**config.mk**
```make
export PLATFORM = sky130hd
export DESIGN_NAME = pgac_regs
export DESIGN_NICKNAME = d
export VERILOG_FILES = /design/src/pgac_pkg.sv /design/src/pgac_cal_if.sv /design/src/pgac_cal_engine.sv /design/src/pgac_regs.sv
export SDC_FILE = /design/constraint.sdc
export NUM_CORES = 1
export LEC_CHECK = 0
export BUFFER_PORTS_ARGS = -buffer_cell sky130_fd_sc_hd__clkbuf_2
export CORE_UTILIZATION = 43
export DETAILED_ROUTE_END_ITERATION = 8
export GPL_TIMING_DRIVEN = 1
export HOLD_SLACK_MARGIN = 0.06
export PLACE_DENSITY_LB_ADDON = 0.1
export SYNTH_ARGS = -nofsm -noshare
export SYNTH_HDL_FRONTEND = slang
export SYNTH_HIERARCHICAL = 1
export SYNTH_SLANG_ARGS = --single-unit
```
**constraint.sdc**
```tcl
create_clock -name clk_in -period 2.85 [get_ports clk_in]
set_clock_uncertainty 0.15 [all_clocks]
set_input_delay 0.1425 -clock clk_in [delete_from_list [all_inputs] [get_ports clk_in]]
set_output_delay 0.1425 -clock clk_in [all_outputs]
set_load 0.01 [all_outputs]
```
**src/pgac_pkg.sv**
```systemverilog
package pgac_pkg;
  // Register indices, used directly as port addresses.
  localparam logic [4:0] PGAC_ADDR_PUMP    = 5'h0e;
  localparam logic [4:0] PGAC_ADDR_AMP     = 5'h13;
  localparam logic [4:0] PGAC_ADDR_START   = 5'h14;
  localparam logic [4:0] PGAC_ADDR_CTRL    = 5'h1f;
  // Field positions.
  localparam int PGAC_UP_LSB    = 2;
  localparam int PGAC_DN_LSB    = 7;
  localparam int PGAC_COARSE_LSB = 0;
  localparam int PGAC_CODE_LSB  = 3;
  localparam int PGAC_START_LSB = 0;
  localparam int PGAC_OVR_BIT   = 0;
  localparam int PGAC_CALEN_BIT = 1;
  localparam int PGAC_BUSY_BIT  = 2;
  // Reset values.
  localparam logic [4:0]  PGAC_UP_RST     = 5'h03;
  localparam logic [4:0]  PGAC_DN_RST     = 5'h03;
  localparam logic [1:0]  PGAC_COARSE_RST = 2'h1;
  localparam logic [8:0]  PGAC_START_RST  = 9'h12c;
  localparam logic [8:0]  PGAC_CODE_RST   = 9'h12c;
  localparam logic [15:0] PGAC_PUMP_HI_RST  = 16'h0000;
  localparam logic [15:0] PGAC_AMP_HI_RST   = 16'h0000;
  localparam logic [15:0] PGAC_START_HI_RST = 16'h0000;
  // Coarse gain in quarter steps: 1.0, 2.0, 1.5, 2.5.
  localparam logic [3:0] PGAC_GAIN_Q0 = 4'h4;
  localparam logic [3:0] PGAC_GAIN_Q1 = 4'h8;
  localparam logic [3:0] PGAC_GAIN_Q2 = 4'h6;
  localparam logic [3:0] PGAC_GAIN_Q3 = 4'ha;
  typedef enum logic [2:0] {
    PGAC_IDLE = 3'b001,
    PGAC_STEP = 3'b010,
    PGAC_DONE = 3'b100
  } pgac_state_e;
endpackage : pgac_pkg

```
**src/pgac_cal_if.sv**
```systemverilog
`timescale 1ns/1ps
`default_nettype none
// Handshake between the register bank and the amplitude search engine.
interface pgac_cal_if;
  logic       start;
  logic [8:0] start_code;
  logic       busy;
  logic       done;
  logic [8:0] code;
  modport bank (output start, output start_code, input busy, input done, input code);
  modport eng  (input start, input start_code, output busy, output done, output code);
endinterface : pgac_cal_if
`default_nettype wire

```
**src/pgac_cal_engine.sv**
```systemverilog
`timescale 1ns/1ps
`default_nettype none
// Steps the amplitude code upward from the start code until the oscillator reports target amplitude.
module pgac_cal_engine
  import pgac_pkg::*;
(
  // Clock and reset.
  input  wire logic   clk_in,
  input  wire logic   rst_in,
  // Amplitude comparator from the oscillator.
  input  wire logic   amp_reached_in,
  // Bank side.
  pgac_cal_if.eng     cal
);
  pgac_state_e state_q, state_d;
  logic [8:0]  code_q,  code_d;

  // Next state: load start code, then step up one code per cycle until target or top of range.
  always_comb begin
    state_d = state_q;
    code_d  = code_q;
    case (state_q)
      PGAC_IDLE: if (cal.start) begin
        code_d  = cal.start_code; // RQ12
        state_d = PGAC_STEP;
      end
      PGAC_STEP: if (amp_reached_in || code_q == 9'h1ff) begin
        state_d = PGAC_DONE;
      end else begin
        code_d = code_q + 9'h001; // RQ8
      end
      PGAC_DONE: state_d = PGAC_IDLE;
      default:   state_d = PGAC_IDLE;
    endcase
  end

  // State registers.
  always_ff @(posedge clk_in) begin
    if (rst_in) begin
      state_q <= PGAC_IDLE;
      code_q  <= PGAC_START_RST;
    end else begin
      state_q <= state_d;
      code_q  <= code_d;
    end
  end

  assign cal.busy = (state_q == PGAC_STEP);
  assign cal.done = (state_q == PGAC_DONE);
  assign cal.code = code_q;

  step_up_a: assert property (@(posedge clk_in) disable iff (rst_in)
    (state_q == PGAC_STEP && !amp_reached_in && code_q != 9'h1ff) |=> code_q == $past(code_q) + 9'h001) // RQ8
    else $error("search did not step up");
  load_start_a: assert property (@(posedge clk_in) disable iff (rst_in)
    (state_q == PGAC_IDLE && cal.start) |=> (code_q == $past(cal.start_code) && cal.busy)) // RQ12
    else $error("search did not load start code");
  cal_run_c: cover property (@(posedge clk_in) disable iff (rst_in) cal.busy ##3 cal.done);
endmodule : pgac_cal_engine
`default_nettype wire

```
**src/pgac_regs.sv**
```systemverilog
`timescale 1ns/1ps
`default_nettype none
// Functional notes
// RQ1 - The pump register holds a five-bit up-current field at bits 6:2 that resets to 3.
// RQ2 - Each up-current bit drives its own current leg, so every combination is legal.
// RQ3 - The coarse gain field at bits 1:0 resets to 1 and selects gain 1, 2, 1.5 or 2.5.
// RQ4 - Software should use only coarse gain codes 0 or 2 to keep lock detect accurate.
// RQ5 - With override set the amplitude code field at bits 11:3 drives the oscillator and calibration is unused.
// RQ6 - Software writes only amplitude codes 250 to 450.
// RQ7 - The calibration start field at bits 8:0 resets to 300 and is where the search begins.
// RQ8 - Calibration steps the amplitude code upward until target, so a closer start is faster.
// RQ9 - Software keeps the start value within 250 to 450.
// RQ10 - Software writes default values into the unnamed bit ranges, which are stored as written in the pump, amplitude and start registers.
// RQ11 - The pump register holds a five-bit down-current field at bits 11:7 that resets to 3.
// RQ12 - With override clear and calibration enabled, the engine starts from the start field and writes back its result; a same-cycle amplitude write wins.
module pgac_regs
  import pgac_pkg::*;
(
  // Clock and reset.
  input  wire logic        clk_in,
  input  wire logic        rst_in,
  // Register port.
  input  wire logic [4:0]  addr_in,
  input  wire logic [15:0] wdata_in,
  input  wire logic        wr_in,
  input  wire logic        rd_in,
  output logic      [15:0] rdata_out,
  // Oscillator and pump controls.
  input  wire logic        amp_reached_in,
  output logic      [4:0]  pump_up_leg_out,
  output logic      [4:0]  pump_down_leg_out,
  output logic      [3:0]  pump_gain_quarters_out,
  output logic      [8:0]  osc_amp_code_out,
  output logic             amp_cal_busy_out
);
  logic [15:0] pump_q, pump_d;
  logic [15:0] amp_q, amp_d;
  logic [15:0] start_q, start_d;
  logic [1:0]  ctrl_q, ctrl_d;
  logic [15:0] rdata_q, rdata_d;
  logic        go_q, go_d;
  pgac_cal_if  cal ();

  // Maps a coarse gain code to the gain in quarter steps.
  function automatic logic [3:0] gain_q(input logic [1:0] c);
    case (c)
      2'h0:    gain_q = PGAC_GAIN_Q0;
      2'h1:    gain_q = PGAC_GAIN_Q1;
      2'h2:    gain_q = PGAC_GAIN_Q2;
      default: gain_q = PGAC_GAIN_Q3;
    endcase
  endfunction : gain_q

  pgac_cal_engine u_eng (
    .clk_in         (clk_in),
    .rst_in         (rst_in),
    .amp_reached_in (amp_reached_in),
    .cal            (cal.eng)
  );

  // Register writes; a finished search with override clear writes its code back unless software writes the amplitude register the same cycle.
  always_comb begin
    pump_d  = pump_q;
    amp_d   = amp_q;
    start_d = start_q;
    ctrl_d  = ctrl_q;
    go_d    = 1'b0;
    if (cal.done && !ctrl_q[PGAC_OVR_BIT]) begin
      amp_d[PGAC_CODE_LSB +: 9] = cal.code; // RQ12
    end
    if (wr_in) begin
      case (addr_in)
        PGAC_ADDR_PUMP:  pump_d  = wdata_in; // RQ1 RQ3 RQ11 RQ10
        PGAC_ADDR_AMP:   amp_d   = wdata_in; // RQ5 RQ10
        PGAC_ADDR_START: start_d = wdata_in; // RQ7 RQ10
        PGAC_ADDR_CTRL: begin
          ctrl_d = wdata_in[1:0];
          // A write with enable set and override clear launches one search unless the engine is busy.
          go_d = wdata_in[PGAC_CALEN_BIT] && !wdata_in[PGAC_OVR_BIT] && !cal.busy; // RQ12
        end
        default: ;
      endcase
    end
  end

  // Read mux; unmapped addresses read zero.
  always_comb begin
    rdata_d = 16'h0000;
    if (rd_in) begin
      case (addr_in)
        PGAC_ADDR_PUMP:  rdata_d = pump_q;
        PGAC_ADDR_AMP:   rdata_d = amp_q;
        PGAC_ADDR_START: rdata_d = start_q;
        PGAC_ADDR_CTRL:  rdata_d = {13'h0000, cal.busy, ctrl_q};
        default:         rdata_d = 16'h0000;
      endcase
    end
  end

  // Register storage.
  always_ff @(posedge clk_in) begin
    if (rst_in) begin
      pump_q  <= PGAC_PUMP_HI_RST | {4'h0, PGAC_DN_RST, PGAC_UP_RST, PGAC_COARSE_RST}; // RQ1 RQ3 RQ11
      amp_q   <= PGAC_AMP_HI_RST | {4'h0, PGAC_CODE_RST, 3'h0};
      start_q <= PGAC_START_HI_RST | {7'h00, PGAC_START_RST}; // RQ7
      ctrl_q  <= 2'h0;
      rdata_q <= 16'h0000;
      go_q    <= 1'b0;
    end else begin
      pump_q  <= pump_d;
      amp_q   <= amp_d;
      start_q <= start_d;
      ctrl_q  <= ctrl_d;
      rdata_q <= rdata_d;
      go_q    <= go_d;
    end
  end

  // Engine launch uses the start field; override blocks any launch.
  assign cal.start      = go_q && !ctrl_q[PGAC_OVR_BIT]; // RQ5
  assign cal.start_code = start_q[PGAC_START_LSB +: 9]; // RQ7

  // Pump legs are the raw field bits, one leg per bit, so any mix is valid.
  assign pump_up_leg_out        = pump_q[PGAC_UP_LSB +: 5]; // RQ2
  assign pump_down_leg_out      = pump_q[PGAC_DN_LSB +: 5]; // RQ11
  assign pump_gain_quarters_out = gain_q(pump_q[PGAC_COARSE_LSB +: 2]); // RQ3
  // While searching with override clear the engine code drives the oscillator; otherwise the stored field does.
  assign osc_amp_code_out = (cal.busy && !ctrl_q[PGAC_OVR_BIT]) ? cal.code : amp_q[PGAC_CODE_LSB +: 9]; // RQ5
  assign amp_cal_busy_out = cal.busy;
  assign rdata_out        = rdata_q;

  reset_vals_a: assert property (@(posedge clk_in) disable iff (rst_in) $past(rst_in) |->
    (pump_q[6:2] == 5'h03 && pump_q[11:7] == 5'h03 && pump_q[1:0] == 2'h1 && start_q[8:0] == 9'h12c)) // RQ1
    else $error("reset values wrong");
  up_write_a: assert property (@(posedge clk_in) disable iff (rst_in)
    (wr_in && addr_in == PGAC_ADDR_PUMP) |=> pump_up_leg_out == $past(wdata_in[6:2])) // RQ2
    else $error("up current not written");
  dn_write_a: assert property (@(posedge clk_in) disable iff (rst_in)
    (wr_in && addr_in == PGAC_ADDR_PUMP) |=> pump_down_leg_out == $past(wdata_in[11:7])) // RQ11
    else $error("down current not written");
  gain_map_a: assert property (@(posedge clk_in) disable iff (rst_in)
    pump_gain_quarters_out == (pump_q[1:0] == 2'h0 ? 4'h4 : pump_q[1:0] == 2'h1 ? 4'h8 :
                               pump_q[1:0] == 2'h2 ? 4'h6 : 4'ha)) // RQ3
    else $error("coarse gain map wrong");
  ovr_drive_a: assert property (@(posedge clk_in) disable iff (rst_in)
    ctrl_q[PGAC_OVR_BIT] |-> (osc_amp_code_out == amp_q[11:3] && !cal.start)) // RQ5
    else $error("override not honoured");
  start_write_a: assert property (@(posedge clk_in) disable iff (rst_in)
    (wr_in && addr_in == PGAC_ADDR_START) |=> cal.start_code == $past(wdata_in[8:0])) // RQ7
    else $error("start code not written");
  write_back_a: assert property (@(posedge clk_in) disable iff (rst_in)
    (cal.done && !ctrl_q[PGAC_OVR_BIT] && !wr_in) |=> amp_q[11:3] == $past(cal.code)) // RQ12
    else $error("calibrated code not written back");
  read_back_a: assert property (@(posedge clk_in) disable iff (rst_in)
    (rd_in && addr_in == PGAC_ADDR_START && !wr_in) |=> rdata_out == $past(start_q)) // RQ10
    else $error("start register read wrong");
  ovr_run_c: cover property (@(posedge clk_in) disable iff (rst_in) ctrl_q[PGAC_OVR_BIT] && wr_in);
  cal_go_c:  cover property (@(posedge clk_in) disable iff (rst_in) cal.start ##[1:600] cal.done);
  gain_c:    cover property (@(posedge clk_in) disable iff (rst_in) pump_q[1:0] == 2'h3);
endmodule : pgac_regs
`default_nettype wire

```
==> impl_summary.log <==
INFO  metric status = completed
INFO  metric ys_warn_count = 6
INFO  metric final-max-slew-violation-count = 0
INFO  metric floorplan.rows = 33
INFO  metric cts-root-buf = sky130_fd_sc_hd__clkbuf_8
INFO  metric worstSkewPairLatency = 0.35 ns
INFO  metric gp_routability_congestion = 0.8424
INFO  metric crit_type = flop to flop
INFO  metric timing.final.setup_violations = 0
INFO  metric intPower = 1569 µW
INFO  metric placed_cell_area = 0.003929 mm²
INFO  metric period_share = 0.8949
INFO  metric floorplan.initialDensity = 0.4438
INFO  metric overflow = 0
INFO  metric drive_gt1_frac = 0.2363
INFO  metric number_of_violations_reported_at_the_end_of_detailed_routing_iteration_0 = 173
INFO  metric worst_path_largest_cell_delay = 0.57 ns
INFO  metric clk_pin_slew = 0.08 ns
INFO  metric synthToLayoutAreaGrowth = 18.41%
INFO  metric detail_route.drc_violations = 0
INFO  metric critical_path.most_common_cell = sky130_fd_sc_hd__ha_1
INFO  metric pwr_density_cell = 483.9 mW/mm²
INFO  metric cp_cell_sequence = ha_1, nand4_1, nor2_1, and2_1, ha_1, nor4b_2, o21bai_1, a21oi_1, a211o_1
INFO  metric drt-pass1-iter-count = 4
INFO  metric setup_total_negative_slack = 0 ns
INFO  metric startpoint_type = flop
INFO  metric part_of_the_yosys_area_used_for_sequential_elements = 0.4359
INFO  metric number_of_synthesized_flops_with_an_enable_pin = 0
INFO  metric vias = 3229
INFO  metric floorplan.die.height = 93.86 µm
INFO  metric synth_nets = 453
INFO  metric route.detailed.wl_per_inst = 16.51 µm
INFO  metric antenna_violating_nets_post_route = 0
INFO  metric design.portCount = 66
INFO  metric mostFrequentLayoutCell = sky130_fd_sc_hd__nand2_1
INFO  metric antenna_found_initial = 0
INFO  metric mappedNetlistArea = 0.003628 mm²
INFO  metric first_global_vias = 3111
INFO  metric timing.critical_path.required = 2.94 ns
INFO  metric most_frequent_cells_in_the_layout = 88 x sky130_fd_sc_hd__nand2_1, 79 x sky130_fd_sc_hd__dfxtp_1, 64 x sky130_fd_sc_hd__clkbuf_2, 49 x sky130_fd_sc_hd__a21oi_1, 26 x sky130_fd_sc_hd__nor2_1
INFO  metric grt_start_max_net_pins = 65
INFO  metric layout.cell_area.non_filler = 0.004297 mm²
INFO  metric port-buffer-count = 64
INFO  metric max_freq = 392.1 MHz
INFO  metric grt_use_total = 0.2388
INFO  metric n_fill_cell = 786
INFO  metric coreArea = 0.008175 mm²
INFO  metric yosys.cell_types.count = 58
INFO  metric layoutNonFillerInstCount = 596
INFO  metric post_cts_resized = 0
INFO  metric drt_wl_total = 9838 µm
INFO  metric power_switching_share = 0.2456
INFO  metric num_antenna_cells = 0
INFO  metric first_pass_grt_wire_length = 15940 µm
INFO  metric cts-root-to-sink-buffers = 2
INFO  metric tritoncts_clock_tree = yes
INFO  metric post-dp-hpwl = 6117 µm
INFO  metric slew_headroom = 0.4671
INFO  metric clockPowerShare = 0.405
INFO  metric placed_cells = 563
INFO  metric synth_async_sr_flop_share = 0
INFO  metric pwr-share-seq = 0.536
INFO  metric synth_cells = 425
INFO  metric cts-htree-levels = 3
INFO  metric whs = 0.08813 ns
INFO  metric min_period = 2.550 ns
INFO  metric rsz0062_at_grt = false
INFO  metric p_leak = 0.001632 µW
INFO  metric clock_sink_count = 79
INFO  metric vdd_ir_drop_max = 217.1 µV
INFO  metric timing.hold.worst.class = input pin to flop
INFO  metric worstPathArrival = 2.64 ns
INFO  metric postSynthAreaPerCell = 8.538 µm²
INFO  metric critPathSlowestCell = sky130_fd_sc_hd__o21bai_1
INFO  metric synth-seq-cells = 79
INFO  metric detail_route.vias_per_cell = 5.418
INFO  metric die_area = 0.008810 mm²
INFO  metric tightestPinTransition = 0.7994 ns
INFO  metric max_cap_violations = 0
INFO  metric cts_made_buffers = 9
INFO  metric post-cts-setup-buffers = 0
INFO  metric finalHoldViolations = 0
INFO  metric synthFlopType = sky130_fd_sc_hd__dfxtp_1
INFO  metric design.final.nets = 514
INFO  metric die_width = 93.86 µm
INFO  metric worstSetupEndpointType = flop
INFO  metric p_comb_frac = 0.059
INFO  metric largest_fanout_on_the_critical_path = 9
INFO  metric power.net_switching = 510.6 µW
==> cells in the mapped netlist (3+ instances only) <==
library cell                n  area, µm²
sky130_fd_sc_hd__a22oi_1   15      112.6
sky130_fd_sc_hd__clkbuf_1  12      45.04
sky130_fd_sc_hd__nor2b_1    7      43.79
sky130_fd_sc_hd__and3_1     3      18.77
sky130_fd_sc_hd__a222oi_1   4      40.04
sky130_fd_sc_hd__nor3_1     5      25.02
sky130_fd_sc_hd__a21oi_1   49      245.2
sky130_fd_sc_hd__nor2_1    26      97.59
sky130_fd_sc_hd__buf_2     14      70.07
sky130_fd_sc_hd__o21bai_1   6      45.04
sky130_fd_sc_hd__nor3_2     3      30.03
sky130_fd_sc_hd__mux2i_1    7      70.07
sky130_fd_sc_hd__nand3_1    9      45.04
sky130_fd_sc_hd__inv_1      3      11.26
sky130_fd_sc_hd__dfxtp_1   79       1582
sky130_fd_sc_hd__nand3b_1   9      67.56
sky130_fd_sc_hd__a211oi_2   5      62.56
sky130_fd_sc_hd__o21ai_0   10      50.05
sky130_fd_sc_hd__mux2_2     9      101.4
sky130_fd_sc_hd__nand2_1   88      330.3
sky130_fd_sc_hd__buf_4     12      90.09
sky130_fd_sc_hd__a221oi_1   4      35.03
==> registers in the layout, indices dropped and copies added (netlist names) <==
name and count:
rdata_out 16, go_q 1, amp_q 16, ctrl_q 2
u_eng/state_q 3, start_q 16, u_eng/cal.code 9, pump_q 16
==> power groups by stage <==
stage | Clock (µW) | Sequential, µW | Combinational [µW]
after global placement | 0 | 1140 | 104
final | 842 | 1110 | 124
after global routing | 908 | 1120 | 135
after CTS | 856 | 1110 | 123
after detailed placement | 0 | 1140 | 105
after floorplan | 0 | 1140 | 58.4
==> final timing paths <==
check | start | end | slack, ns | cells past startpoint
worst max-delay path | u_eng/cal.code[0] | u_eng/cal.code[8] | 0.30 | 9
worst min register to register | start_q[12] | start_q[12] | 0.31 | 2
worst max register to register | u_eng/cal.code[0] | u_eng/cal.code[8] | 0.30 | 9
worst min-delay path | addr_in[0] | pump_q[5] | 0.09 | 4
==> logic make-up (layout without fill, tap and decap cells) <==
group	count (synthesis)	in the layout	share of synthesized area
AO/OA/AOI/OAI	103	103	0.1866
XOR/XNOR	1	1	0.002414
adder cells (fa/ha/maj)	2	2	0.006895
buffers and inverters	46	112	0.06931
flip-flops	79	79	0.4359
multiplexers	16	16	0.04724
other	1	1	0.001033
AND/OR/NAND/NOR	177	177	0.2507
==> worst max-delay path, delay by kind of cell, from the launching register on <==
family	cells	cell delay, ns
AO/OA/AOI/OAI	3	0.94
AND/OR/NAND/NOR	4	0.48
adder cells (fa/ha/maj)	2	0.43
flip-flops	1	0.44
==> stage by stage <==
stage	setup WS (ns)	utilization	total power (µW)
6_report	0.2997	0.5256	2079
5_1_grt	0.02986	0.5256	2158
4_1_cts	0.3160	0.5256	2093
3_5_place_dp	0.3298	0.4806	1245
3_3_place_gp	0.4524	0.4806	1244
2_1_floorplan	0.6508	-	1197
==> per-layer routing <==
layer / GRT usage / wire (µm) / share of wire
met5: 0 / 0 / 0
met2: 0.3759 / 4466 / 0.45
met3: 0.03641 / 599 / 0.061
met4: 0.1077 / 182 / 0.018
met1: 0.3208 / 4589 / 0.47
==> timing repair <==
item	in CTS	in global routing
hold buffers	17	0
setup endpoints to repair	0	0
endpoints found under the hold margin	52	0
==> area by class of cell <==
class / count / area (µm²) / share of cell area
Clock buffer: 10 / 127.6 / 0.02970
Timing Repair Buffer: 91 / 565.5 / 0.1316
Sequential cell: 79 / 1582 / 0.3681
Clock inverter: 6 / 70.07 / 0.01631
Tap cell: 105 / 131.4 / 0.03058
Inverter: 5 / 20.02 / 0.004659
Multi-Input combinational cell: 300 / 1800 / 0.4190
Power figures use the tool's default switching activity.
